`src/rtu_params.svh`:
```
`ifndef RTU_PARAMS_SVH
`define RTU_PARAMS_SVH

// ****************************************
// address field
// ****************************************
`define RTU_BCAST_ADDR 8'h00
`define RTU_MAX_STATION 8'hf7

// ****************************************
// function field
// ****************************************
`define RTU_FN_READ_HOLD 8'h03
`define RTU_FN_WRITE_ONE 8'h06
`define RTU_FN_DIAG 8'h08
`define RTU_FN_WRITE_MULTI 8'h10
`define RTU_FN_ACCESS_LOG 8'h46
`define RTU_ERR_FLAG 8'h80
`define RTU_EXC_ILLEGAL_FUNC 8'h01

// ****************************************
// check field
// ****************************************
`define RTU_CRC_INIT 16'hffff
`define RTU_CRC_POLY 16'ha001

// ****************************************
// timing and sizes
// ****************************************
`define RTU_CLK_NS 40
// one 11-bit character at 19200 bit/s, in ns
`define RTU_CHAR_NS 572917
// idle gap in tenths of a character: 3.5 characters
`define RTU_GAP_TENTHS 35
`define RTU_GAP_CYCLES ((`RTU_CHAR_NS * `RTU_GAP_TENTHS + 10 * `RTU_CLK_NS - 1) / (10 * `RTU_CLK_NS))
`define RTU_BUF_DEPTH 256
`define RTU_FIFO_DEPTH 8

`endif

```
`src/rtu_pkg.sv`:
```
`include "rtu_params.svh"

package rtu_pkg;

   typedef logic [7:0] byte_t;

   typedef enum logic [9:0] {
      S_HUNT = 10'h001,
      S_IDLE = 10'h002,
      S_RECV = 10'h004,
      S_CHECK = 10'h008,
      S_DELIV = 10'h010,
      S_TXADR = 10'h020,
      S_TXFUNC = 10'h040,
      S_TXDATA = 10'h080,
      S_TXCRCL = 10'h100,
      S_TXCRCH = 10'h200
   } fsm_state_t;

   function automatic logic func_known(input byte_t f);
      return f == `RTU_FN_READ_HOLD || f == `RTU_FN_WRITE_ONE || f == `RTU_FN_DIAG ||
             f == `RTU_FN_WRITE_MULTI || f == `RTU_FN_ACCESS_LOG;
   endfunction : func_known

   function automatic logic func_bcast_ok(input byte_t f);
      return f == `RTU_FN_WRITE_ONE || f == `RTU_FN_WRITE_MULTI;
   endfunction : func_bcast_ok

endpackage : rtu_pkg

```
`src/byte_stream_if.sv`:
```
`timescale 1ns/100ps

interface byte_stream_if #(parameter int W = 8);
   logic valid;
   logic ready;
   logic [W-1:0] data;
   modport src (output valid, output data, input ready);
   modport snk (input valid, input data, output ready);
endinterface : byte_stream_if

```
`src/rtu_slave_frame_handler.sv`:
```
`timescale 1ns/100ps
`include "rtu_params.svh"

// How it works
// - address 1..247 accepted only when equal to station number
// - own slave address is the station number setting input
// - reply address byte echoes the received address
// - second byte is the function code; accepted codes are executed
// - only 03, 06, 08, 10, 46 known; others get an error reply unless broadcast
// - normal reply repeats the received function code
// - error reply sends function code with bit 80 set
// - read holding registers never accepted by broadcast
// - single register write also executed on broadcast
// - multiple register write also executed on broadcast
// - access log and diagnostics refused on broadcast
// - data field handed on as-is, its meaning set by the function
// - two CRC bytes end each frame; each frame of 4 bytes or more with no error or overrun is checked
// - CRC low byte first, then high byte, both ways
// - each side computes its own CRC for what it sends
// - received CRC recomputed and compared; mismatch flagged
// - frames bounded by 3.5 character idle gaps
// - no reply on hardware, framing or CRC error
// - broadcast executed but never answered
// - error reply carries an error code in the data field
module rtu_slave_frame_handler #(
   parameter int GAP_CYCLES = `RTU_GAP_CYCLES,
   parameter int BUF_DEPTH = `RTU_BUF_DEPTH,
   parameter int FIFO_DEPTH = `RTU_FIFO_DEPTH
) (
   input wire logic clk,
   input wire logic reset,
   input wire rtu_pkg::byte_t station_number_setting,
   input wire logic rx_valid,
   input wire rtu_pkg::byte_t rx_data,
   input wire logic rx_error,
   output logic req_start_r,
   output rtu_pkg::byte_t req_func_r,
   output logic req_bcast_r,
   output logic req_byte_valid_r,
   output rtu_pkg::byte_t req_byte_r,
   output logic req_end_r,
   input wire logic resp_valid,
   input wire rtu_pkg::byte_t resp_data,
   input wire logic resp_last,
   input wire logic resp_error,
   output logic resp_ready_r,
   output logic tx_valid_r,
   output rtu_pkg::byte_t tx_data_r,
   input wire logic tx_ready,
   output logic crc_error_r,
   output logic frame_drop_r
);
   import rtu_pkg::*;

   localparam int LW = $clog2(BUF_DEPTH) + 1;
   localparam int GW = $clog2(GAP_CYCLES + 1);
   if (BUF_DEPTH < 8 || (1 << (LW - 1)) != BUF_DEPTH || GAP_CYCLES < 2) begin : g_bad_param
      $error("rtu_slave_frame_handler: unsupported parameter value");
   end
   fsm_state_t state_r, state_nxt;
   logic [GW-1:0] gap_cnt_r, gap_cnt_nxt;
   logic [LW-1:0] len_r, len_nxt, rd_idx_r, rd_idx_nxt, len_cur;
   byte_t addr_r, addr_nxt, func_r, func_nxt, b1_r, b1_nxt, b2_r, b2_nxt;
   logic [15:0] crc_rx_r, crc_rx_nxt, crc_d1_r, crc_d1_nxt, crc_d2_r, crc_d2_nxt;
   logic [15:0] crc_tx_r, crc_tx_nxt, crc_rx_upd, crc_tx_upd, crc_seed;
   logic bad_r, bad_nxt, loc_err_r, loc_err_nxt, bcast_r, bcast_nxt;
   logic req_start_nxt, req_bcast_nxt, req_byte_valid_nxt, req_end_nxt;
   byte_t req_func_nxt, req_byte_nxt, tx_data_nxt, tx_byte;
   logic resp_ready_nxt, tx_valid_nxt, crc_error_nxt, frame_drop_nxt;
   logic rx_ev, rx_take, gap_done, crc_ok, addr_ok, take, tx_push;
   byte_t rx_buf [BUF_DEPTH];
   byte_stream_if #(.W(8)) fifo_in ();
   byte_stream_if #(.W(8)) fifo_out ();

   // ****************************************
   // check value and reply buffer
   // ****************************************
   rtu_crc16 u_crc_rx (.crc_in(crc_seed), .data(rx_data), .crc_out(crc_rx_upd));
   rtu_crc16 u_crc_tx (.crc_in(crc_tx_r), .data(tx_byte), .crc_out(crc_tx_upd));
   rtu_fifo #(.WIDTH(8), .DEPTH(FIFO_DEPTH)) u_tx_fifo (
      .clk(clk),
      .reset(reset),
      .wr(fifo_in),
      .rd(fifo_out)
   );
   assign rx_ev = rx_valid || rx_error;
   // a frame may open in the first idle cycle, before stale state is cleared
   assign crc_seed = (state_r == S_IDLE) ? `RTU_CRC_INIT : crc_rx_r;
   assign len_cur = (state_r == S_IDLE) ? '0 : len_r;
   assign rx_take = rx_valid && (state_r == S_IDLE || state_r == S_RECV);
   assign gap_done = gap_cnt_r == GW'(GAP_CYCLES);
   assign crc_ok = crc_d2_r == {b1_r, b2_r};
   assign addr_ok = addr_r == `RTU_BCAST_ADDR ||
                    (addr_r == station_number_setting && addr_r <= `RTU_MAX_STATION);
   assign take = resp_ready_r && resp_valid;
   assign fifo_in.valid = tx_push;
   assign fifo_in.data = tx_byte;
   assign fifo_out.ready = !tx_valid_r || tx_ready;
   // ****************************************
   // reply byte selection
   // ****************************************
   always_comb begin
      tx_push = 1'b0;
      tx_byte = addr_r;
      case (state_r)
         S_TXADR: tx_push = 1'b1;
         S_TXFUNC: begin
            // wait for the first answer byte to learn normal or error
            tx_push = loc_err_r || resp_valid;
            tx_byte = (loc_err_r || resp_error) ? (func_r | `RTU_ERR_FLAG) : func_r;
         end
         S_TXDATA: begin
            tx_push = loc_err_r || take;
            tx_byte = loc_err_r ? `RTU_EXC_ILLEGAL_FUNC : resp_data;
         end
         S_TXCRCL: begin
            tx_push = 1'b1;
            tx_byte = crc_tx_r[7:0];
         end
         S_TXCRCH: begin
            tx_push = 1'b1;
            tx_byte = crc_tx_r[15:8];
         end
         default: tx_push = 1'b0;
      endcase
   end
   // ****************************************
   // frame sequencing
   // ****************************************
   always_comb begin
      state_nxt = state_r;
      gap_cnt_nxt = rx_ev ? '0 : (gap_done ? gap_cnt_r : gap_cnt_r + 1'b1);
      len_nxt = len_r;
      rd_idx_nxt = rd_idx_r;
      addr_nxt = addr_r;
      func_nxt = func_r;
      b1_nxt = b1_r;
      b2_nxt = b2_r;
      crc_rx_nxt = crc_rx_r;
      crc_d1_nxt = crc_d1_r;
      crc_d2_nxt = crc_d2_r;
      crc_tx_nxt = crc_tx_r;
      bad_nxt = bad_r;
      loc_err_nxt = loc_err_r;
      bcast_nxt = bcast_r;
      req_start_nxt = 1'b0;
      req_func_nxt = req_func_r;
      req_bcast_nxt = req_bcast_r;
      req_byte_valid_nxt = 1'b0;
      req_byte_nxt = req_byte_r;
      req_end_nxt = 1'b0;
      crc_error_nxt = 1'b0;
      frame_drop_nxt = 1'b0;
      resp_ready_nxt = state_r == S_TXDATA && !loc_err_r && !take && fifo_in.ready;
      tx_valid_nxt = tx_valid_r;
      tx_data_nxt = tx_data_r;
      if (fifo_out.ready) begin
         tx_valid_nxt = fifo_out.valid;
         tx_data_nxt = fifo_out.valid ? fifo_out.data : tx_data_r;
      end
      if (state_r == S_IDLE) begin
         len_nxt = '0;
         bad_nxt = 1'b0;
      end
      if (rx_take) begin
         crc_d2_nxt = crc_d1_r;
         crc_d1_nxt = crc_seed;
         crc_rx_nxt = crc_rx_upd;
         b2_nxt = b1_r;
         b1_nxt = rx_data;
         if (len_cur == '0) addr_nxt = rx_data;
         if (len_cur == LW'(1)) func_nxt = rx_data;
         if (len_cur == LW'(BUF_DEPTH)) begin
            bad_nxt = 1'b1;
         end else begin
            len_nxt = len_cur + 1'b1;
         end
      end
      if (rx_error && (state_r == S_IDLE || state_r == S_RECV)) bad_nxt = 1'b1;
      case (state_r)
         S_HUNT: if (gap_done) state_nxt = S_IDLE;
         S_IDLE: if (rx_ev) state_nxt = S_RECV;
         S_RECV: if (gap_done) state_nxt = S_CHECK;
         S_CHECK: begin
            state_nxt = S_IDLE;
            crc_tx_nxt = `RTU_CRC_INIT;
            rd_idx_nxt = LW'(2);
            bcast_nxt = addr_r == `RTU_BCAST_ADDR;
            loc_err_nxt = 1'b0;
            req_func_nxt = func_r;
            req_bcast_nxt = addr_r == `RTU_BCAST_ADDR;
            if (bad_r || len_r < LW'(4)) begin
               frame_drop_nxt = 1'b1;
            end else if (!crc_ok) begin
               crc_error_nxt = 1'b1;
            end else if (!addr_ok) begin
               state_nxt = S_IDLE;
            end else if (addr_r == `RTU_BCAST_ADDR) begin
               if (func_known(func_r) && func_bcast_ok(func_r)) begin
                  req_start_nxt = 1'b1;
                  state_nxt = S_DELIV;
               end
            end else if (func_known(func_r)) begin
               req_start_nxt = 1'b1;
               state_nxt = S_DELIV;
            end else begin
               loc_err_nxt = 1'b1;
               state_nxt = S_TXADR;
            end
         end
         S_DELIV: begin
            if (rd_idx_r < len_r - LW'(2)) begin
               req_byte_valid_nxt = 1'b1;
               req_byte_nxt = rx_buf[rd_idx_r[LW-2:0]];
               rd_idx_nxt = rd_idx_r + 1'b1;
            end else begin
               req_end_nxt = 1'b1;
               state_nxt = bcast_r ? S_IDLE : S_TXADR;
            end
         end
         S_TXADR, S_TXFUNC: begin
            if (tx_push && fifo_in.ready) begin
               crc_tx_nxt = crc_tx_upd;
               state_nxt = state_r == S_TXADR ? S_TXFUNC : S_TXDATA;
            end
         end
         S_TXDATA: begin
            if (tx_push && fifo_in.ready) begin
               crc_tx_nxt = crc_tx_upd;
               if (loc_err_r || resp_last) state_nxt = S_TXCRCL;
            end
         end
         S_TXCRCL: if (fifo_in.ready) state_nxt = S_TXCRCH;
         S_TXCRCH: if (fifo_in.ready) state_nxt = S_HUNT;
         default: state_nxt = S_HUNT;
      endcase
   end

   always_ff @(posedge clk) begin
      if (rx_take && len_cur < LW'(BUF_DEPTH)) rx_buf[len_cur[LW-2:0]] <= rx_data;
   end

   always_ff @(posedge clk or posedge reset) begin
      if (reset) begin
         state_r <= S_HUNT;
         gap_cnt_r <= '0;
         len_r <= '0;
         rd_idx_r <= '0;
         addr_r <= 8'h00;
         func_r <= 8'h00;
         b1_r <= 8'h00;
         b2_r <= 8'h00;
         crc_rx_r <= `RTU_CRC_INIT;
         crc_d1_r <= `RTU_CRC_INIT;
         crc_d2_r <= `RTU_CRC_INIT;
         crc_tx_r <= `RTU_CRC_INIT;
         bad_r <= 1'b0;
         loc_err_r <= 1'b0;
         bcast_r <= 1'b0;
         req_start_r <= 1'b0;
         req_func_r <= 8'h00;
         req_bcast_r <= 1'b0;
         req_byte_valid_r <= 1'b0;
         req_byte_r <= 8'h00;
         req_end_r <= 1'b0;
         resp_ready_r <= 1'b0;
         tx_valid_r <= 1'b0;
         tx_data_r <= 8'h00;
         crc_error_r <= 1'b0;
         frame_drop_r <= 1'b0;
      end else begin
         state_r <= state_nxt;
         gap_cnt_r <= gap_cnt_nxt;
         len_r <= len_nxt;
         rd_idx_r <= rd_idx_nxt;
         addr_r <= addr_nxt;
         func_r <= func_nxt;
         b1_r <= b1_nxt;
         b2_r <= b2_nxt;
         crc_rx_r <= crc_rx_nxt;
         crc_d1_r <= crc_d1_nxt;
         crc_d2_r <= crc_d2_nxt;
         crc_tx_r <= crc_tx_nxt;
         bad_r <= bad_nxt;
         loc_err_r <= loc_err_nxt;
         bcast_r <= bcast_nxt;
         req_start_r <= req_start_nxt;
         req_func_r <= req_func_nxt;
         req_bcast_r <= req_bcast_nxt;
         req_byte_valid_r <= req_byte_valid_nxt;
         req_byte_r <= req_byte_nxt;
         req_end_r <= req_end_nxt;
         resp_ready_r <= resp_ready_nxt;
         tx_valid_r <= tx_valid_nxt;
         tx_data_r <= tx_data_nxt;
         crc_error_r <= crc_error_nxt;
         frame_drop_r <= frame_drop_nxt;
      end
   end
   // ****************************************
   // checks
   // ****************************************
   a_bcast_no_reply: assert property (@(posedge clk) disable iff (reset)
      (state_r == S_TXADR) |-> !bcast_r)
      else $error("reply started for a broadcast frame");
   a_addr_echo: assert property (@(posedge clk) disable iff (reset)
      (state_r == S_TXADR && fifo_in.valid) |-> fifo_in.data == addr_r)
      else $error("reply address differs from query address");
   a_func_normal: assert property (@(posedge clk) disable iff (reset)
      (state_r == S_TXFUNC && tx_push && !loc_err_r && !resp_error) |-> tx_byte == func_r)
      else $error("normal reply function code altered");
   a_func_error: assert property (@(posedge clk) disable iff (reset)
      (state_r == S_TXFUNC && tx_push && loc_err_r) |-> tx_byte == (func_r | 8'h80))
      else $error("error reply lacks the top bit");
   a_known_only: assert property (@(posedge clk) disable iff (reset)
      req_start_r |-> func_known(req_func_r) ##1 !req_start_r)
      else $error("unknown function dispatched");
   a_bcast_perm: assert property (@(posedge clk) disable iff (reset)
      (req_start_r && req_bcast_r) |-> func_bcast_ok(req_func_r))
      else $error("function not allowed by broadcast dispatched");
   a_crc_gate: assert property (@(posedge clk) disable iff (reset)
      (state_r == S_CHECK && !crc_ok && !bad_r && len_r >= LW'(4))
      |=> crc_error_r && !req_start_r && state_r == S_IDLE ##1 state_r != S_TXADR)
      else $error("bad check value not refused");
   a_station_match: assert property (@(posedge clk) disable iff (reset)
      (req_start_r && !req_bcast_r) |-> addr_r == $past(station_number_setting)
      && addr_r <= 8'hf7)
      else $error("frame for another station dispatched");
   a_crc_order: assert property (@(posedge clk) disable iff (reset)
      (state_r == S_TXCRCL && fifo_in.ready)
      |=> state_r == S_TXCRCH && tx_byte == $past(crc_tx_r[15:8]))
      else $error("check bytes out of order");
   a_gap_before_check: assert property (@(posedge clk) disable iff (reset)
      $rose(state_r == S_CHECK) |-> !$past(rx_valid) && !$past(rx_valid, 2))
      else $error("frame closed without an idle gap");
endmodule : rtu_slave_frame_handler

```
`src/rtu_crc16.sv`:
```
`timescale 1ns/100ps
`include "rtu_params.svh"

module rtu_crc16 (
   input wire logic [15:0] crc_in,
   input wire logic [7:0] data,
   output logic [15:0] crc_out
);
   logic [15:0] c;

   // reflected update, one byte, lsb first
   always_comb begin
      c = crc_in ^ {8'h00, data};
      for (int i = 0; i < 8; i++) begin
         c = c[0] ? ((c >> 1) ^ `RTU_CRC_POLY) : (c >> 1);
      end
      crc_out = c;
   end
endmodule : rtu_crc16

```
`src/rtu_fifo.sv`:
```
`timescale 1ns/100ps

module rtu_fifo #(
   parameter int WIDTH = 8,
   parameter int DEPTH = 8
) (
   input wire logic clk,
   input wire logic reset,
   byte_stream_if.snk wr,
   byte_stream_if.src rd
);
   localparam int AW = $clog2(DEPTH);

   if (DEPTH < 2 || (1 << AW) != DEPTH || WIDTH < 1) begin : g_bad_param
      $error("rtu_fifo: depth must be a power of two, at least 2");
   end

   logic [WIDTH-1:0] mem [DEPTH];
   logic [AW-1:0] wp_r, wp_nxt, rp_r, rp_nxt;
   logic [AW:0] cnt_r, cnt_nxt;
   logic push, pop;

   assign wr.ready = cnt_r != (AW + 1)'(DEPTH);
   assign rd.valid = cnt_r != '0;
   assign rd.data = mem[rp_r];
   assign push = wr.valid && wr.ready;
   assign pop = rd.valid && rd.ready;

   always_comb begin
      wp_nxt = push ? wp_r + 1'b1 : wp_r;
      rp_nxt = pop ? rp_r + 1'b1 : rp_r;
      cnt_nxt = cnt_r + {{AW{1'b0}}, push} - {{AW{1'b0}}, pop};
   end

   always_ff @(posedge clk or posedge reset) begin
      if (reset) begin
         wp_r <= '0;
         rp_r <= '0;
         cnt_r <= '0;
      end else begin
         wp_r <= wp_nxt;
         rp_r <= rp_nxt;
         cnt_r <= cnt_nxt;
      end
   end

   always_ff @(posedge clk) begin
      if (push) begin
         mem[wp_r] <= wr.data;
      end
   end
endmodule : rtu_fifo

```
`config.mk`:
```
export PLATFORM = sky130hd
export DESIGN_NAME = rtu_slave_frame_handler
export DESIGN_NICKNAME = d
export VERILOG_FILES = /design/src/rtu_pkg.sv /design/src/byte_stream_if.sv /design/src/rtu_slave_frame_handler.sv /design/src/rtu_crc16.sv /design/src/rtu_fifo.sv
export VERILOG_INCLUDE_DIRS = /design/src
export SDC_FILE = /design/constraint.sdc
export NUM_CORES = 2
export LEC_CHECK = 0
export ABC_AREA = 1
export BUFFER_PORTS_ARGS = -buffer_cell sky130_fd_sc_hd__buf_2
export CORE_ASPECT_RATIO = 0.9
export CORE_MARGIN = 2
export CORE_UTILIZATION = 41
export DETAILED_ROUTE_END_ITERATION = 16
export MAX_ROUTING_LAYER = met4
export SLEW_MARGIN = 30
export SYNTH_ARGS = -nofsm -noshare
export SYNTH_HDL_FRONTEND = slang
export SYNTH_SLANG_ARGS = --single-unit
export TNS_END_PERCENT = 50
```
`constraint.sdc`:
```
create_clock -name clk -period 16 [get_ports clk]
set_input_delay 0.8 -clock clk [delete_from_list [all_inputs] [get_ports clk]]
set_output_delay 0.8 -clock clk [all_outputs]
set_load 0.005 [all_outputs]
```
==> impl_metrics.yaml <==
sta:
  period_share: 0.344
  hold_violations: 0
  rsz0062_at_grt: "no"
  max_freq_mhz: 182
  relSlewSlack: 0.281
  min_period_ns: 5.50
  skew_ns: 0.0400
  drv_slew: 0
  setup_viol: 0
  worst_slew_pin_slew_ns: 1.08
  fin_tns_setup_ns: 0
setup_path:
  critPathArrivalTime_ns: 6.28
  cp_cell_sequence: "inv_8 > buf_4 > buf_4 > buf_4 > buf_4 > o21ai_0 > o22ai_1 > a21oi_1 > nand3_1 > nand3_1 > nand3_1 > nand3_1 > a31oi_1"
  path_class: "reg -> reg"
  critPathCaptureType: "flop"
  r2r_setup_slack_ns: 10.50
  cpPeakStageDelay_ns: 0.77
  critPathMaxFanout: 75
  crit_required_ns: 16.78
  crit_slowest_cell: "buf_4"
  startpoint_type: "flop"
clocking:
  cts_tree: "yes"
  cts_hold_buf: 0
  cts_resized: 0
  clk_latency_ns: 0.88
  path_clk_slew_ns: 0.06
  clk_path_buf_depth: 3
  h-tree-depth: 4
  cts_buffers: 226
  clkSinkCount: 2291
  post-cts-setup-buffer-count: 0
  cts_root_buf: "clkbuf_16"
routing:
  wl_met3_um: 23900
  ant_nets: 0
  totalWireLength_um: 260000
  first_pass_iters: 7
  drtIter0Drc: 8163
  vias_per_cell: 5.83
  drc: 0
  top_layer: "met4"
  vias: 60900
  wl_per_cell_um: 24.9
  wl_met1_um: 111000
  dr_wl_met2_um: 118000
outcome:
  status: "complete, no violations"
hold_path:
  min_path_type: "in -> async"
synthesis:
  synth_area_leaders: "edfxtp_1 69%, o21ai_0 6.3%, nor2_1 5.8%, dfrtp_1 3.2%, o22ai_1 2.2%"
  yosysTopAreaCell: "edfxtp_1"
  avgSynthCellArea_um2: 12.6
  yosys_warnings: 0
  synth_edf_count: 2112
  syn_area_mm2: 0.0924
  seq_area_frac_synth: 0.735
  synth-seq-cells: 2291
  synth-compound-area-share: 0.121
  synth_xor_area_frac: 0.00575
  syn_inst: 7348
  synth_top_family_by_area: "compound AO/OA/AOI/OAI gates"
  synthDistinctLibCells: 59
  synth_nets: 7404
  synthArstFlopShare: 0.0781
  synthAdderAreaFrac: 0.00333
  synth_top_area_share: 0.686
  synth-simple-area-share: 0.106
  muxShareOfSynthArea: 0
  ys_dominant_reg_cell: "edfxtp_1"
flow_run:
  max_cap_viol_count: 0
grt:
  grt_overflow: 0
  grt_max_degree: 214
  grt_antenna_before_repair: 3
  grt_pass1_wl_um: 383000
  track_usage: 0.228
  first_global_vias: 57300
place:
  port_buffers: 63
  place_hpwl_um: 148000
  gp_congestion: 0.870
floorplan:
  rows: 165
  coreArea_mm2: 0.224
  die_w_um: 505
  die_h_um: 454
  initial_core_util: 0.412
  ios: 64
  die-area_mm2: 0.229
pwr:
  p_total_w: 0.0121
  power-per-cell-area_mw_per_mm2: 117
  irDropWorstVdd_v: 0.000125
  cellLeakagePower_nw: 33.7
finish:
  layout-drive-gt1-share: 0.0885
  nets: 7292
  syn2layout_area_growth_pct: 11.3
[path summary, 6_finish.rpt]
path                                      end  cells past startpoint    startpoint
worst max-delay path            req_byte_r[7]                     13   rd_idx_r[0]
worst min-delay path            gap_cnt_r[13]                      2         reset
worst max register to register  req_byte_r[7]                     13   rd_idx_r[0]
worst min register to register   crc_d2_r[14]                      2  crc_d1_r[14]
max in group asynchronous         rd_idx_r[1]                      3         reset
min in group clk                   tx_valid_r                      2      tx_ready
[cells in the final DEF, fill, tap and decap left out, types with 7 or more instances in the layout]
cell / synthesis / final
edfxtp_1: 2112 / 2112
o21ai_0: 1162 / 1162
xor2_1: 35 / 35
inv_6: 0 / 7
clkinv_1: 6 / 51
dfstp_2: 60 / 60
nor2_4: 11 / 13
nor4_1: 11 / 11
nand2_2: 22 / 30
nor3_1: 33 / 31
xnor2_1: 17 / 17
inv_1: 158 / 154
a31oi_1: 22 / 22
inv_2: 12 / 10
clkinv_2: 1 / 45
o221ai_1: 222 / 222
clkbuf_8: 0 / 8
buf_2: 51 / 55
clkbuf_1: 418 / 59
nand2_4: 16 / 20
dfrtp_1: 119 / 114
nand3_1: 293 / 290
nor2_1: 1420 / 1414
nand2_1: 481 / 469
o211ai_1: 52 / 52
buf_4: 1 / 88
a21oi_1: 122 / 122
o22ai_1: 318 / 318
clkbuf_16: 0 / 227
buf_8: 0 / 8
ha_1: 23 / 23
nor2_2: 3 / 7
bufinv_16: 0 / 17
nand4_1: 55 / 55
[metal layers]
layer  up-vias  GRT usage
li1      26900          -
met1     30600      0.319
met2      2897      0.340
met3       449     0.0389
met4         0     0.0703
met5         -          -
[cells by family (layout without fill, tap and decap cells)]
logic type               Yosys count  in the layout
AO/OA/AOI/OAI                   1933           1933
XOR/XNOR                          56             56
adder cells (fa/ha/maj)           24             24
buffers and inverters            681            764
flip-flops                      2291           2291
other                              0              4
AND/OR/NAND/NOR                 2363           2363
[report_power, final]
| group | internal (W) | switching, W | leakage [nW] |
|---|---|---|---|
| registers | 0.00656 | 0.0000155 | 20.8 |
| logic | 0.0000676 | 0.000217 | 9.31 |
| clock network | 0.00293 | 0.00230 | 3.53 |
| total | 0.00955 | 0.00254 | 33.7 |
[cell type report]
type,count,area [um2]
multi-input cells,4376,21900
fillers,19900,122000
diodes,4,10.0
inverters,179,717
flip-flops and latches,2291,68000
clock buffers,294,6010
clock inverters,129,1220
well taps,3006,3760
repair buffers,162,1260
[worst max-delay path, delay by kind of cell, from the launching register on]
family                 cells  cell delay [ns]
AND/OR/NAND/NOR            4             0.80
buffers and inverters      5             3.04
AO/OA/AOI/OAI              4             0.61
flip-flops                 1             0.73
[flip-flops by register name (all words and copies together), names as in the netlist, 9 cells and up]
register	cells
crc_tx_r	16
crc_d2_r	16
rx_buf	2048
gap_cnt_r	16
crc_rx_r	16
len_r	9
rd_idx_r	9
state_r	10
u_tx_fifo.mem	64
crc_d1_r	11
[stage by stage]
step           setup slack, ns  std cells  hold WS, ns  utilization  instance area [um2]
5_1_grt                  10.29      10400       0.0694        0.459               103000
3_3_place_gp             10.20      10000        0.457        0.426                95500
3_5_place_dp             10.18      10000        0.463        0.426                95600
6_report                 10.50      10400       0.0435        0.459               103000
4_1_cts                  10.17      10400       0.0688        0.458               103000
2_1_floorplan            10.44       7348        0.440            -                92400
[synthesized netlist by cell type, types with 12 or more instances]
library cell and n:
xor2_1 35, inv_1 158, nor2_1 1420, buf_1 30, nand2_1 481, xnor2_1 17
o22ai_1 318, ha_1 23, o221ai_1 222, nand2_4 16, inv_2 12, nor3_1 33
a31oi_1 22, dfrtp_1 119, dfstp_2 60, buf_2 51, nand4_1 55, o21ai_0 1162
a21oi_1 122, edfxtp_1 2112, clkbuf_1 418, nand3_1 293, o211ai_1 52, nand2_2 22
Power figures use the tool's default switching activity.
